==> config.mk <==
export PLATFORM = sky130hd
export DESIGN_NAME = pbcr_top
export DESIGN_NICKNAME = d
export VERILOG_FILES = /design/src/hdl/pbcr_pkg.sv /design/src/hdl/pbcr_gen.sv /design/src/hdl/pbcr_top.sv
export SDC_FILE = /design/constraint.sdc
export NUM_CORES = 1
export LEC_CHECK = 0
export CAP_MARGIN = 20
export CORE_ASPECT_RATIO = 0.75
export CORE_MARGIN = 8
export CORE_UTILIZATION = 40
export DETAILED_ROUTE_END_ITERATION = 6
export DONT_BUFFER_PORTS = 1
export PLACE_DENSITY = 0.59
export SKIP_LAST_GASP = 1
export SLEW_MARGIN = 20
export SYNTH_ARGS = -nofsm -noshare
export SYNTH_HDL_FRONTEND = slang
export SYNTH_HIERARCHICAL = 1
export SYNTH_SLANG_ARGS = --single-unit
export TNS_END_PERCENT = 5
==> constraint.sdc <==
create_clock -name clk -period 10.6 [get_ports clk]
set_clock_uncertainty 0.1 [all_clocks]
set_input_delay 2.12 -clock clk [delete_from_list [all_inputs] [get_ports clk]]
set_output_delay 2.12 -clock clk [all_outputs]
set_load 0.1 [all_outputs]
==> src/hdl/pbcr_pkg.sv <==
// Package with register map, field layout, reset values and timing of the control slice
package pbcr_pkg;
	// Register offsets (7-bit address space)
	localparam logic [6:0] ADDR_INT_MASK = 7'h09;
	localparam logic [6:0] ADDR_PWM_CFG = 7'h0a;
	localparam logic [6:0] ADDR_SCRATCH = 7'h0b;
	localparam logic [6:0] ADDR_BRIDGE = 7'h10;

	// Reset values at power-on or soft reset
	localparam logic [15:0] INT_MASK_RST = 16'h0140;
	localparam logic [15:0] PWM_CFG_RST = 16'h0000;
	localparam logic [15:0] SCRATCH_RST = 16'h0000;
	localparam logic [15:0] BRIDGE_RST = 16'h0801;

	// Writable bits and bits kept through a restart
	localparam logic [15:0] INT_MASK_WMASK = 16'h01ff;
	localparam logic [15:0] INT_MASK_KEEP = 16'h01ff;
	localparam logic [15:0] PWM_CFG_WMASK = 16'h7ff7;
	localparam logic [15:0] PWM_CFG_KEEP = 16'h7ff0;

	// Field positions of the generator configuration register
	localparam int RATE_BIT = 14;
	localparam int DUTY_MSB = 13;
	localparam int DUTY_LSB = 4;
	localparam int SEL_MSB = 2;
	localparam int SEL_LSB = 0;

	// Field positions of the general bridge configuration register
	localparam int SYNC_RATE_BIT = 15;
	localparam int THIRD_MAP_BIT = 14;
	localparam int FIRST_MAP_BIT = 13;
	localparam int PUMP_UV_BIT = 12;
	localparam int GATE_LVL_BIT = 11;
	localparam int PUMP_AUTO_BIT = 10;
	localparam int OV_REC_BIT = 9;
	localparam int PRECHG_BIT = 8;

	// Generator count and duty resolution
	localparam int GEN_COUNT = 4;
	localparam int DUTY_W = 10;
	localparam int DUTY_STEPS = 1024;
	localparam int CNT_W = 21;

	// Timing: clock period and the two generator periods in ns
	localparam int CLK_PERIOD_NS = 32'h0000_0005;
	localparam int PERIOD_SLOW_NS = 32'h0098_9680;
	localparam int PERIOD_FAST_NS = 32'h004c_4b40;
	localparam int PERIOD_SLOW_CYC = PERIOD_SLOW_NS / CLK_PERIOD_NS;
	localparam int PERIOD_FAST_CYC = PERIOD_FAST_NS / CLK_PERIOD_NS;

	// Register access request from the serial frame decoder
	typedef struct packed {
		logic valid;
		logic write;
		logic [6:0] addr;
		logic [15:0] wdata;
	} pbcr_req_type;

	// Register read answer
	typedef struct packed {
		logic valid;
		logic [15:0] rdata;
	} pbcr_rsp_type;

	// Decoded bridge driver options
	typedef struct packed {
		logic bridge_sync_rate;
		logic third_input_bridge_map;
		logic first_input_bridge_map;
		logic pump_undervolt_level;
		logic mosfet_gate_level;
		logic pump_stage_auto;
		logic overvolt_recovery;
		logic precharge_step_size;
		logic [7:0] low_bits;
	} pbcr_bridge_type;

	// Half-bridge routing of the two shared PWM inputs, one-hot over half-bridges 1..4
	typedef struct packed {
		logic [3:0] first_input_route;
		logic [3:0] third_input_route;
	} pbcr_route_type;
endpackage

==> src/hdl/pbcr_gen.sv <==
// One internal high-side PWM generator with period-boundary reload
`timescale 1ns/1ps
module pbcr_gen (
	input wire logic clk, // System clock
	input wire logic rst, // Synchronous reset
	input wire logic [pbcr_pkg::CNT_W-1:0] step_slow, // Cycles per duty step, slow rate
	input wire logic [pbcr_pkg::CNT_W-1:0] step_fast, // Cycles per duty step, fast rate
	input wire logic gen_rate_select, // Programmed rate
	input wire logic [pbcr_pkg::DUTY_W-1:0] gen_duty_value, // Programmed duty
	output logic pwm_out // Switch drive level
);
	import pbcr_pkg::*;

	typedef struct packed {
		logic [CNT_W-1:0] cnt;
		logic [DUTY_W-1:0] phase;
		logic rate;
		logic [DUTY_W-1:0] duty;
		logic out;
	} pbcr_gen_type;

	pbcr_gen_type state_q;
	pbcr_gen_type state_d;
	logic [CNT_W-1:0] step_now;
	logic step_end;

	// Step length follows the rate of the running period
	assign step_now = state_q.rate ? step_fast : step_slow;
	assign step_end = (state_q.cnt >= step_now - CNT_W'(1));

	// Step and phase counting, settings taken only at a period boundary
	always_comb begin
		state_d = state_q;
		if (step_end) begin
			state_d.cnt = '0;
			state_d.phase = state_q.phase + DUTY_W'(1);
			if (state_q.phase == {DUTY_W{1'b1}}) begin
				state_d.rate = gen_rate_select;
				state_d.duty = gen_duty_value;
			end
		end else begin
			state_d.cnt = state_q.cnt + CNT_W'(1);
		end
		if (state_d.duty == {DUTY_W{1'b1}}) begin
			state_d.out = 1'b1;
		end else begin
			state_d.out = (state_d.phase < state_d.duty);
		end
	end

	// State register
	always_ff @(posedge clk) begin
		if (rst) begin
			state_q <= '0;
		end else begin
			state_q <= state_d;
		end
	end

	assign pwm_out = state_q.out;
endmodule

==> src/hdl/pbcr_top.sv <==
// Control register slice: interrupt mask, banked PWM generators, scratch word, bridge options
// Operation
// - Power-on loads mask with bits 8, 6
// - Restart clears mask bits 15..9, keeps rest
// - Rate bit 14 picks 100 or 200 Hz
// - Duty 13..4 is n/1024; 0 off, max on
// - Select field 2..0 picks generator one..four
// - Bits 15 and 3 always read zero
// - Config clears on reset; restart clears 15, 3..0
// - New setting valid after one full pulse
// - Scratch cleared only by reset, never used internally
// - Scratch accessible only in normal mode
// - Bit 15 picks bridge sync rate
// - Bit 14 routes third input to bridge 3/4
// - Bit 13 routes first input to bridge 1/2
// - Bit 12 picks pump undervoltage threshold
// - Bit 11 picks logic or normal MOSFET
// - Bit 10 enables automatic pump stage switching
// - Bit 9 enables overvoltage recovery
// - Bit 8 sets precharge adaptation step
// - Bridge register resets to bits 11, 0
`timescale 1ns/1ps
module pbcr_top #(
	parameter logic [pbcr_pkg::CNT_W-1:0] PERIOD_SLOW = pbcr_pkg::CNT_W'(pbcr_pkg::PERIOD_SLOW_CYC),
	parameter logic [pbcr_pkg::CNT_W-1:0] PERIOD_FAST = pbcr_pkg::CNT_W'(pbcr_pkg::PERIOD_FAST_CYC)
) (
	input wire logic clk, // System clock, 200 MHz
	input wire logic rst, // Power-on or soft reset, synchronous
	input wire logic restart, // Restart event, one-cycle pulse
	input wire logic normal_mode, // Device is in normal mode
	input wire pbcr_pkg::pbcr_req_type req, // Register access request
	output pbcr_pkg::pbcr_rsp_type rsp, // Register read answer
	output logic [15:0] int_mask, // Interrupt mask towards interrupt logic
	output pbcr_pkg::pbcr_bridge_type bridge_cfg, // Bridge driver options
	output pbcr_pkg::pbcr_route_type bridge_route, // Half-bridge routing of PWM inputs
	output logic [pbcr_pkg::GEN_COUNT-1:0] hs_pwm // Generator outputs to high-side switches
);
	import pbcr_pkg::*;

	// Whole register state of the slice
	typedef struct packed {
		logic [15:0] int_mask;
		logic [15:0] pwm_cfg;
		logic [GEN_COUNT-1:0] gen_rate;
		logic [GEN_COUNT-1:0][DUTY_W-1:0] gen_duty;
		logic [15:0] scratch;
		logic [15:0] bridge;
		pbcr_rsp_type rsp;
	} pbcr_state_type;

	pbcr_state_type state_q;
	pbcr_state_type state_d;
	logic [CNT_W-1:0] step_slow;
	logic [CNT_W-1:0] step_fast;

	// Write-access test for one register
	function automatic logic is_write(input pbcr_req_type r, input logic [6:0] a);
		is_write = r.valid && r.write && (r.addr == a);
	endfunction

	// Merge write data under a mask of writable bits
	function automatic logic [15:0] merge(input logic [15:0] old, input logic [15:0] wd,
		input logic [15:0] m);
		merge = (old & ~m) | (wd & m);
	endfunction

	// Duty step length per rate, never below one cycle
	assign step_slow = (PERIOD_SLOW < CNT_W'(DUTY_STEPS)) ? CNT_W'(1) :
		CNT_W'(PERIOD_SLOW / CNT_W'(DUTY_STEPS));
	assign step_fast = (PERIOD_FAST < CNT_W'(DUTY_STEPS)) ? CNT_W'(1) :
		CNT_W'(PERIOD_FAST / CNT_W'(DUTY_STEPS));

	// Register writes, restart handling and read answer
	always_comb begin
		logic [2:0] sel;
		logic [15:0] cfg_w;
		sel = req.wdata[SEL_MSB:SEL_LSB];
		cfg_w = '0;
		state_d = state_q;
		state_d.rsp.valid = 1'b0;
		state_d.rsp.rdata = state_q.rsp.rdata;

		// Interrupt mask
		if (is_write(req, ADDR_INT_MASK)) begin
			state_d.int_mask = merge(state_q.int_mask, req.wdata, INT_MASK_WMASK);
		end

		// Banked generator configuration
		if (is_write(req, ADDR_PWM_CFG)) begin
			cfg_w = merge(state_q.pwm_cfg, req.wdata, PWM_CFG_WMASK);
			state_d.pwm_cfg = cfg_w;
			if (!sel[2]) begin
				state_d.gen_rate[sel[1:0]] = cfg_w[RATE_BIT];
				state_d.gen_duty[sel[1:0]] = cfg_w[DUTY_MSB:DUTY_LSB];
			end
		end

		// Scratch word, host only and normal mode only
		if (is_write(req, ADDR_SCRATCH) && normal_mode) begin
			state_d.scratch = req.wdata;
		end

		// General bridge configuration
		if (is_write(req, ADDR_BRIDGE)) begin
			state_d.bridge = req.wdata;
		end

		// Restart: partial clear, scratch and bridge untouched
		if (restart) begin
			state_d.int_mask = state_d.int_mask & INT_MASK_KEEP;
			state_d.pwm_cfg = state_d.pwm_cfg & PWM_CFG_KEEP;
		end

		// Read answer, unmapped addresses read zero
		if (req.valid && !req.write) begin
			state_d.rsp.valid = 1'b1;
			case (req.addr)
				ADDR_INT_MASK: state_d.rsp.rdata = state_q.int_mask;
				ADDR_PWM_CFG: state_d.rsp.rdata = state_q.pwm_cfg & PWM_CFG_WMASK;
				ADDR_SCRATCH: state_d.rsp.rdata = normal_mode ? state_q.scratch : 16'h0000;
				ADDR_BRIDGE: state_d.rsp.rdata = state_q.bridge;
				default: state_d.rsp.rdata = 16'h0000;
			endcase
		end
	end

	// State register with power-on or soft reset values
	always_ff @(posedge clk) begin
		if (rst) begin
			state_q.int_mask <= INT_MASK_RST;
			state_q.pwm_cfg <= PWM_CFG_RST;
			state_q.gen_rate <= '0;
			state_q.gen_duty <= '0;
			state_q.scratch <= SCRATCH_RST;
			state_q.bridge <= BRIDGE_RST;
			state_q.rsp <= '0;
		end else begin
			state_q <= state_d;
		end
	end

	// Four generators, each fed by its own bank
	genvar g;
	generate
		for (g = 0; g < GEN_COUNT; g++) begin : gen_pwm
			pbcr_gen u_gen (
				.clk(clk),
				.rst(rst),
				.step_slow(step_slow),
				.step_fast(step_fast),
				.gen_rate_select(state_q.gen_rate[g]),
				.gen_duty_value(state_q.gen_duty[g]),
				.pwm_out(hs_pwm[g])
			);
		end
	endgenerate

	// Bridge option fields
	assign bridge_cfg.bridge_sync_rate = state_q.bridge[SYNC_RATE_BIT];
	assign bridge_cfg.third_input_bridge_map = state_q.bridge[THIRD_MAP_BIT];
	assign bridge_cfg.first_input_bridge_map = state_q.bridge[FIRST_MAP_BIT];
	assign bridge_cfg.pump_undervolt_level = state_q.bridge[PUMP_UV_BIT];
	assign bridge_cfg.mosfet_gate_level = state_q.bridge[GATE_LVL_BIT];
	assign bridge_cfg.pump_stage_auto = state_q.bridge[PUMP_AUTO_BIT];
	assign bridge_cfg.overvolt_recovery = state_q.bridge[OV_REC_BIT];
	assign bridge_cfg.precharge_step_size = state_q.bridge[PRECHG_BIT];
	assign bridge_cfg.low_bits = state_q.bridge[7:0];

	// One-hot half-bridge routing of the shared PWM inputs
	assign bridge_route.first_input_route = state_q.bridge[FIRST_MAP_BIT] ? 4'h2 : 4'h1;
	assign bridge_route.third_input_route = state_q.bridge[THIRD_MAP_BIT] ? 4'h8 : 4'h4;

	// Outputs from registers
	assign rsp = state_q.rsp;
	assign int_mask = state_q.int_mask;
endmodule

Word level (Yosys, flattened, before mapping)

Cells that the tools add are included.

Bits in latches: 0
Logic and storage cells: 119
Memory bits (read-only): 0
Register bits: 297
Memories kept: 0
Bits of input ports: 29
Memory bits (writable): 0

Shifts and indexed selects: 0
Reductions and logical operators: 19
Add/sub/neg operators: 12
Multipliers: 0
Mux-type cells: 30
$lt $le $gt $ge: 10
Divide/modulo/power cells: 0
Bitwise logic cells: 3
Equal/unequal tests: 12

Operators with widths:

| cell                  | number |
|---|---|
| $mux 11               | 8 |
| $add 21x1->21 const B | 4 |
| $ge 21x21->1          | 4 |
| $mux 21               | 4 |
| $sub 21x1->21 const B | 4 |
| $eq 10x10->1 const B  | 8 |
| $pmux 16 s4           | 1 |
| $mux 60               | 1 |
| $mux 44               | 1 |
| $add 10x1->10 const B | 4 |
| $bwmux 40             | 1 |
| $lt 10x10->1          | 4 |
| $mux 16               | 2 |
| $eq 7x4->1 const B    | 3 |
| $demux 10 s2          | 1 |
| $mux 17               | 1 |
| $or 16x15->16         | 1 |
| $or 16x9->16          | 1 |
| $mux 10               | 1 |
| $reduce_and 2->1      | 5 |
| $reduce_or 2->1       | 5 |
| $logic_and 1x1->1     | 8 |
| $eq 7x5->1 const B    | 1 |
| $mux 1                | 5 |
| 8 further kinds       | 8 |

Logic depth before layout (Yosys ltp)

Gate-level depths: netlist (run 1).

Depth after elaboration: 7
Gate-level depth with buffers: 30
Mapped depth without buffers: 25

Modules after synthesis

Netlist (run 1), hierarchy kept.

Modules (own cells, without submodules):

| module                          | instances | area each (sq um) | cells an instance |
|---|---|---|---|
| pbcr_gen (gen_pwm[0].u_gen ...) | 3         | 3,253.1           | 378 |
| pbcr_top                        | 1         | 5,127.4           | 571 |
| pbcr_gen (gen_pwm[1].u_gen)     | 1         | 3,149.3           | 368 |

Least setup slack after synthesis (run 1)

Ideal clock, no wire load.

Path kind: register -> register
Start point: reg gen_pwm[1].u_gen/state_q[11] (netlist name)
End point: reg gen_pwm[1].u_gen.state_q, in the netlist gen_pwm[1].u_gen/pwm_out
Period minus slack after synthesis: 5.386 ns
Data arrival time: 5.162 ns
Required time: 10.377 ns
Setup time: 0.123 ns
Cell stages (with the launch flop): 26
Slack: 5.214 ns
Path through: dfxtp_1 -> buf_2 -> buf_2 -> buf_1 -> buf_2 -> buf_1 -> mux2i_1 -> ha_1 -> o211ai_1 -> o21ai_0 -> nand3_1 -> o21ai_0 -> ha_1 -> nand2_1 -> a2111oi_2 -> nand4_1 -> o211ai_2 -> nor4b_4 -> buf_6 -> mux2i_1 -> ha_1 -> and4_1 -> and2_1 -> nand3_1 -> nor4_1 -> o21ai_0

Word-level cells in the longest chain between the ends: 6
Elaborated cells on any way between the ends: 7
Those cells by class: 1 x add/sub; 2 x order compare; 1 x eq/ne; 3 x mux

RTL lines:

| what                                         | RTL line                       | text |
|---|---|---|
| from (decl)                                  | pbcr_gen.sv:22                 | `pbcr_gen_type state_q;` |
| from (signal assigned)                       | pbcr_gen.sv:56                 | `state_q <= state_d;` |
| $mux 11 *                                    | pbcr_gen.sv:28                 | `assign step_now = state_q.rate ? step_fast : step_slow;` |
| $sub 21x1->21 *                              | pbcr_gen.sv:29                 | `assign step_end = (state_q.cnt >= step_now - CNT_W'(1));` |
| $ge 21x21->1 *                               | pbcr_gen.sv:29                 |  |
| $mux 21 *                                    | pbcr_gen.sv:34                 | `if (step_end) begin` |
| $lt 10x10->1 or $eq 10x10->1 (tied branches) | pbcr_gen.sv:47, pbcr_gen.sv:44 |  |
| $mux 1 *                                     | pbcr_gen.sv:44                 | `if (state_d.duty == {DUTY_W{1'b1}}) begin` |

Mark *: on every way between the ends. The rest lies on a longest branch, timed or not.
A chain may end at the register's enable or synchronous reset.

Worst setup path after layout (run 1)

Ends and elaborated chain as after synthesis.

==> run summary, run 1 <==
Clock share of power: 45.7%
RSZ-0062 raised after global routing: no
Final count of hold timing violations: 0
Core area: 44600 um2
Iteration-0 DRC Markers: 738
R2r setup slk: 5240 ps
Crit-path max FO: 44
Initial Util: 40.4%
CTS tree: yes
Leakage: 8.38 nW
Worst skew pair latency: 550 ps
Max Root-Sink Buffers: 3
Most frequent cells in the layout: conb_1 (364), dfxtp_1 (282), nor2_1 (275)
Initial antenna violation count: 0
Crit path DAT: 5700 ps
Worst Setup End Kind: flop
Seq pwr share: 48.0%
IO Count: 90
Syn-to-layout area delta: 12.5%
Largest net degree at the start of global routing: 207
Internal Pwr Total: 0.00177 W
Mapped Avg Cell Area: 8.70 um2
Routed Antenna Nets: 0
EDFF count, synth: 0
FF-to-FF path depth: 20
Vias/cell: 4.85
RR Endpoint: gen_pwm[1].u_gen/pwm_out$_SDFF_PP0_
WP data required: 10940 ps
Die Ht: 200 um
Slew HR: 21.5%
Outcome: completed
Setup crit start kind: flop
Max-cap violations: 0
Via count: 14200
Fmax: 0.186 GHz
HPWL after detailed placement: 29300 um
R2r startpoint: gen_pwm[1].u_gen/state_q[11]$_SDFFE_PP0P_
Port Buf Inserts: 0
Hold buffers post-CTS: 0
Num Clock Sinks: 288
Filler instances: 4385
Mapped Cells: 2073
Sw frac: 23.5%
Setup_tns: 0 ps
Final setup violation count: 0
Final Power: 0.00231 W
Async SR Flop Fraction: 0%
Htree depth: 1
Clock root buffer: clkbuf_16
Gr ovfl total: 0
Count of cell types in the netlist: 78
Vias in the first global route: 13600
Commonest non-fill, non-tap cell in the layout: conb_1
Period utilization: 50.6%
Max rail drop VDD: 117 uV
Final wirelength: 39900 um
Layout cells sized above 1: 5.23%
Num CTS Buffers: 29
Nets: 2491
Min cycle time layout: 5360 ps
Psw: 0.000542 W
Measured slew at the worst slew-check pin: 1180 ps
Post-Syn Area: 18000 um2
First-pass GRT wire length: 67200 um
Post-DR wirelength/cell: 13.6 um
Post-CTS Setup Inserts: 0
Synth Register Bits: 288
Site row count: 67
Synth warn: 6
Register area share after synthesis: 32.0%
Worst Setup EP: gen_pwm[1].u_gen/pwm_out$_SDFF_PP0_
Die width: 261 um
Antenna fix cells: 0
Pwr dens: 114 nW/um2
Final Max Slew Viols: 0
DR DRC count: 0
Post-CTS Resized: 0
Reg clk slew, reported paths: 60 ps
Top FF cell, synth: dfxtp_1
Drt first pass iters: 5
Gpl congestion: 0.852
Worst Hold Class: reg2reg
Worst Hold Launch: state_q[39]$_SDFFE_PP0P_
Total track usage: 15.0%
Gate power share: 6.3%
Worst Setup SP: gen_pwm[1].u_gen/state_q[11]$_SDFFE_PP0P_
Crit Path Category: reg2reg
Die ar.: 52200 um2
## routing by layer
layer,routed length [um],vias up,track usage (%),part of all wire (%)
met3,1590,50,2.49,4.0
met4,598,0,2.60,1.5
li1,-,7416,-,-
met2,17600,184,24.3,44
met5,0,-,0,0
met1,20100,6591,21.3,50
## area by class of cell
| type | instances | area, um2 | area share [%] |
|---|---|---|---|
| clock buffer | 38 | 800 | 3.94 |
| tap | 586 | 733 | 3.61 |
| sequential | 288 | 5770 | 28.4 |
| multi-input combinational | 1988 | 12700 | 62.5 |
| timing repair buffer | 6 | 45.0 | 0.222 |
| inverter | 21 | 78.8 | 0.388 |
| clock inverter | 12 | 173 | 0.851 |
## flip-flops by register name (all words and copies together), names as in the netlist
register / cells
gen_pwm.u_gen/state_q: 168
rsp: 17
state_q: 74
int_mask: 9
gen_pwm.u_gen/pwm_out: 4
bridge_cfg: 16
## how the worst min path moves through the flow
stage,end,slack (ps),cells after the start
3_5_place_dp,state_q[37]$_SDFFE_PP0P_,340,2
4_1_cts,state_q[37]$_SDFFE_PP0P_,350,2
3_3_place_gp,state_q[37]$_SDFFE_PP0P_,330,2
6_report,state_q[39]$_SDFFE_PP0P_,350,2
5_1_grt,state_q[37]$_SDFFE_PP0P_,370,2
2_1_floorplan,state_q[84]$_SDFFE_PP0P_,330,2
## cells in the mapped netlist (all sizes together) (5+ instances only)
cell	instances	area, um2
a2111oi	6	123
a211oi	11	82.6
a21o	10	75.1
a21oi	103	515
a22o	11	96.3
a22oi	8	60.1
a31oi	14	87.6
and2	5	31.3
and2b	7	52.6
and3	30	188
and4	6	52.6
buf	95	697
clkbuf	43	161
dfxtp	288	5770
ha	128	1600
inv	21	78.8
mux2	17	191
mux2i	174	1740
nand2	182	683
nand2b	20	125
nand3	49	245
nand3b	5	41.3
nand4	35	253
nand4b	7	61.3
nor2	278	1050
nor2b	54	345
nor3	68	367
nor3b	24	180
nor4	17	168
o2111ai	9	131
o211ai	10	121
o21ai	68	340
o22a	7	61.3
o2bb2ai	6	52.6
o31ai	6	45.0
o32a	6	60.1
or2	9	56.3
or3	24	159
xnor2	84	736
xor2	98	858
## stage by stage
step	setup slack [ps]	utilization [%]	hold slack, ps	cell area, um2	std cells
after global routing	4810	45.5	371	20300	2939
after detailed placement	5230	43.3	338	19300	2889
after CTS	5210	45.5	347	20300	2939
final	5240	45.5	350	20300	2939
after floorplan	5210	-	331	19400	2435
after global placement	5530	43.3	333	19300	2889
## critical path: stages, from the launching register on
cell       delay (ps)
dfxtp_2           970
mux2i_1           340
ha_1              240
o211ai_1          170
o21ai_0           200
nand3_1            90
o21ai_0           130
ha_1              270
a21oi_1           150
nor3_1             70
a2111oi_1         420
o211ai_2          230
nor4b_4           220
buf_4             220
mux2i_1           330
ha_1              200
and4_1            220
and2_1            150
nand3_1            80
nor4_1            320
o21ai_0           110
## logic make-up after synthesis
logic type / after synthesis / synth area share [%]
adder cells (fa/ha/maj): 128 / 8.88
AO/OA/AOI/OAI: 294 / 11.2
buffers and inverters: 159 / 5.20
XOR/XNOR: 182 / 8.84
other: 2 / 0.0416
flip-flops: 288 / 32.0
multiplexers: 191 / 10.7
AND/OR/NAND/NOR: 829 / 23.1
## power by group through the flow
stage               Sequential, W  Combinational, W  Clock (W)
finish                    0.00111          0.000146    0.00105
floorplan                 0.00112          0.000157          0
CTS                       0.00111          0.000139    0.00109
detailed placement        0.00113          0.000138          0
global route              0.00111          0.000167    0.00113
global placement          0.00113          0.000135          0
Note: power is estimated with default switching activity, not from simulation.
==> inputs of run 2 (changes only) <==
Settings changed: ABC_AREA set to 1.
Clock period 10.6 ns to 5.17 ns, I/O delays scaled along.
==> run summary, run 2 <==
Max-cap violations: 0 (unchanged)
Crit path largest cell delay: 460 ps (-510 ps)
Largest register FFs: 168 (unchanged)
Fmax: 0.214 GHz (+15%)
Initial Util: 40.4% (about the same)
Worst Hold Class: reg2reg
Most numerous cell in the Yosys netlist: nand2_1
Measured slew at the worst slew-check pin: 1110 ps (-68.5 ps)
Drt first pass iters: 5 (unchanged)
Vias in the first global route: 16300 (+19%)
Syn-to-layout area delta: 9.31%
Crit path DAT: 5050 ps (-650 ps)
Port Buf Inserts: 0 (unchanged)
Post-Syn Area: 19600 um2 (+8.9%)
DP Area: 20300 um2 (+5.3%)
Crit-path slowest cell: dfxtp_1
Count of cell types in the netlist: 50 (-36%)
Most used cell, CP: nand2_1
Mapped Avg Cell Area: 6.86 um2 (-21%)
R2r setup slk: 510 ps (-4730 ps)
Post-DR wirelength/cell: 12.7 um (-6.1%)
Site row count: 70 (+4.5%)
Area of the multi-input gates: 12100 um2 (-4.9%)
Synth Register Bits: 288 (unchanged)
Gr ovfl total: 0 (unchanged)
RSZ-0062 raised after global routing: yes
EDFF count, synth: 0 (unchanged)
Pwr dens: 233 nW/um2 (+110%)
DR DRC count: 0 (unchanged)
Commonest non-fill, non-tap cell in the layout: nand2_1
Total track usage: 15.9% (+0.90 points)
Worst Hold Launch: state_q[47]$_SDFFE_PP0P_
Top reg by flops: gen_pwm.u_gen/state_q
Non-filler cells, final: 3626 (+23%)
WP data required: 5550 ps (-5390 ps)
Die width: 272 um (+4.1%)
CTS tree: yes
First-pass GRT wire length: 78300 um (+16%)
Async SR Flop Fraction: 0% (unchanged)
Gpl congestion: 0.855 (+0.39%)
Filler instances: 5056 (+15%)
Die ar.: 56500 um2 (+8.3%)
Htree depth: 1 (unchanged)
Worst Setup End Kind: flop
Min cycle time layout: 4660 ps (-697 ps)
HPWL after detailed placement: 34600 um (+18%)
Reg clk slew, reported paths: 70 ps (about the same)
Top Registers: gen_pwm.u_gen/state_q x168, state_q x74, rsp x17
Period utilization: 90.2% (+40 points)
Core area: 48600 um2 (+9.0%)
Crit Path Category: reg2reg
IO Count: 90 (unchanged)
Most common library cells after synthesis: nand2_1 (556), inv_1 (382), nor2_1 (380)
Top FF cell, synth: dfxtp_1
Top cell type by total area after synthesis: dfxtp_1
Largest net degree at the start of global routing: 125 (-40%)
Placed cells: 3566 (+23%)
Post-route cell area: 21500 um2 (+5.8%)
Initial antenna violation count: 0 (unchanged)
Num Clock Sinks: 288 (unchanged)
Crit-path max FO: 15 (-66%)
Most frequent cells in the layout: nand2_1 (556), inv_1 (381), nor2_1 (378)
Max Root-Sink Buffers: 3 (unchanged)
Max rail drop VDD: 268 uV (+130%)
Setup crit start kind: flop
Final count of hold timing violations: 0 (unchanged)
Final Hold Slack: 349 ps (-0.981 ps)
Final Max Slew Viols: 0 (unchanged)
Final setup violation count: 0 (unchanged)
Share of the synthesized area in the top cell type: 29.4% (-2.6 points)
Synth warn: 6 (unchanged)
Worst Setup SP: gen_pwm[0].u_gen/state_q[11]$_SDFFE_PP0P_
Num CTS Buffers: 31 (+6.9%)
Outcome: completed
Clock root buffer: clkbuf_16
Antenna fix cells: 0 (unchanged)
RR Endpoint: gen_pwm[0].u_gen/pwm_out$_SDFF_PP0_
Worst Setup EP: gen_pwm[0].u_gen/pwm_out$_SDFF_PP0_
Final wirelength: 46200 um (+16%)
Via count: 17100 (+20%)
Mapped Cells: 2862 (+38%)
Die Ht: 208 um (+4.0%)
Routed Antenna Nets: 0 (unchanged)
R2r startpoint: gen_pwm[0].u_gen/state_q[11]$_SDFFE_PP0P_
Slew HR: 26.1% (+4.7 points)
Final WS setup: 505 ps (-4730 ps)
Leakage: 9.51 nW (+13%)
Nets: 3110 (+25%)
Register area share after synthesis: 29.4% (-2.6 points)
Worst skew pair latency: 600 ps (+50 ps)
FF-to-FF path depth: 31 (+55%)
Iteration-0 DRC Markers: 955 (+29%)
Reg area: 5770 um2 (about the same)
Layout cells sized above 1: 9.47% (+4.2 points)
Vias/cell: 4.72 (-2.6%)
Top post-synthesis cells by area: dfxtp_1 (29%), nand2_1 (11%), ha_1 (8.2%)
Pre-CTS WS: 425 ps (-4810 ps)
==> run 2: cell types whose count changed after synthesis, sizes merged, moves of 59 or more <==
cell   delta
inv     +408
mux2i   -144
nand2   +390
nand4    +60
nor2    +138
o21ai   +102
or2      +59
xnor2    -66
==> run 2: where the power goes <==
part / switching [W] / total, W / internal [W]
Combinational: 0.000265 / 0.000377 / 0.000111
Clock: 0.00100 / 0.00236 / 0.00136
Sequential: 0.0000400 / 0.00227 / 0.00223
Total: 0.00131 / 0.00501 / 0.00370
==> run 2: metal layers <==
metal  up-vias  wire [um]  global-route usage (%)
met5         -          0                       0
met4         0        853                    3.23
met3        57       2440                    3.00
met2       256      20100                    25.7
met1      7714      22800                    22.1
li1       9078          -                       -
==> run 2: worst min path at each step <==
stage,end,slack [ps],cells after the start
after floorplan,state_q[36]$_SDFFE_PP0P_,320,2
after global placement,state_q[36]$_SDFFE_PP0P_,330,2
after detailed placement,state_q[47]$_SDFFE_PP0P_,340,2
after CTS,state_q[45]$_SDFFE_PP0P_,350,2
after global routing,state_q[45]$_SDFFE_PP0P_,370,2
final,state_q[47]$_SDFFE_PP0P_,350,2
==> run 2: cell families (layout without fill, tap and decap cells) <==
family                   Yosys count  count (layout)  synth area share (%)
buffers and inverters            565             504                  12.7
flip-flops                       288             288                  29.4
multiplexers                      30              30                  1.59
AND/OR/NAND/NOR                 1376            1376                  32.7
XOR/XNOR                         132             132                  5.89
AO/OA/AOI/OAI                    341             341                  9.50
adder cells (fa/ha/maj)          128             128                  8.15
other                              2             179                0.0382
==> run 2: layout make-up <==
cell class	instances	share of cell area, %
repair buffers	16	0.559
inverters	430	7.52
clock inverters	19	0.961
multi-input cells	2186	56.2
flip-flops and latches	288	26.9
clock buffers	39	4.08
well taps	648	3.78
==> run 2: per-stage QoR <==
step	TNS (ps)	total power, W	util [%]
CTS	0	0.00507	44.1
finish	0	0.00501	44.2
global placement	0	0.00268	41.8
floorplan	0	0.00265	-
detailed placement	0	0.00269	41.9
global route	-41.8	0.00523	44.2
==> run 2: worst max-delay path, delay by kind of cell, from the launching register on <==
kind                     cells  cell delay (ps)
buffers and inverters        4              390
AO/OA/AOI/OAI                1               80
flip-flops                   1              460
adder cells (fa/ha/maj)      2              650
XOR/XNOR                     2              300
AND/OR/NAND/NOR             22             2560
==> run 2: what timing repair did <==
action / CTS / global route
resized for setup: 0 / 6
setup endpoints to repair: 0 / 3
buffers inserted: 0 / 2
hold buffers: 0 / 0
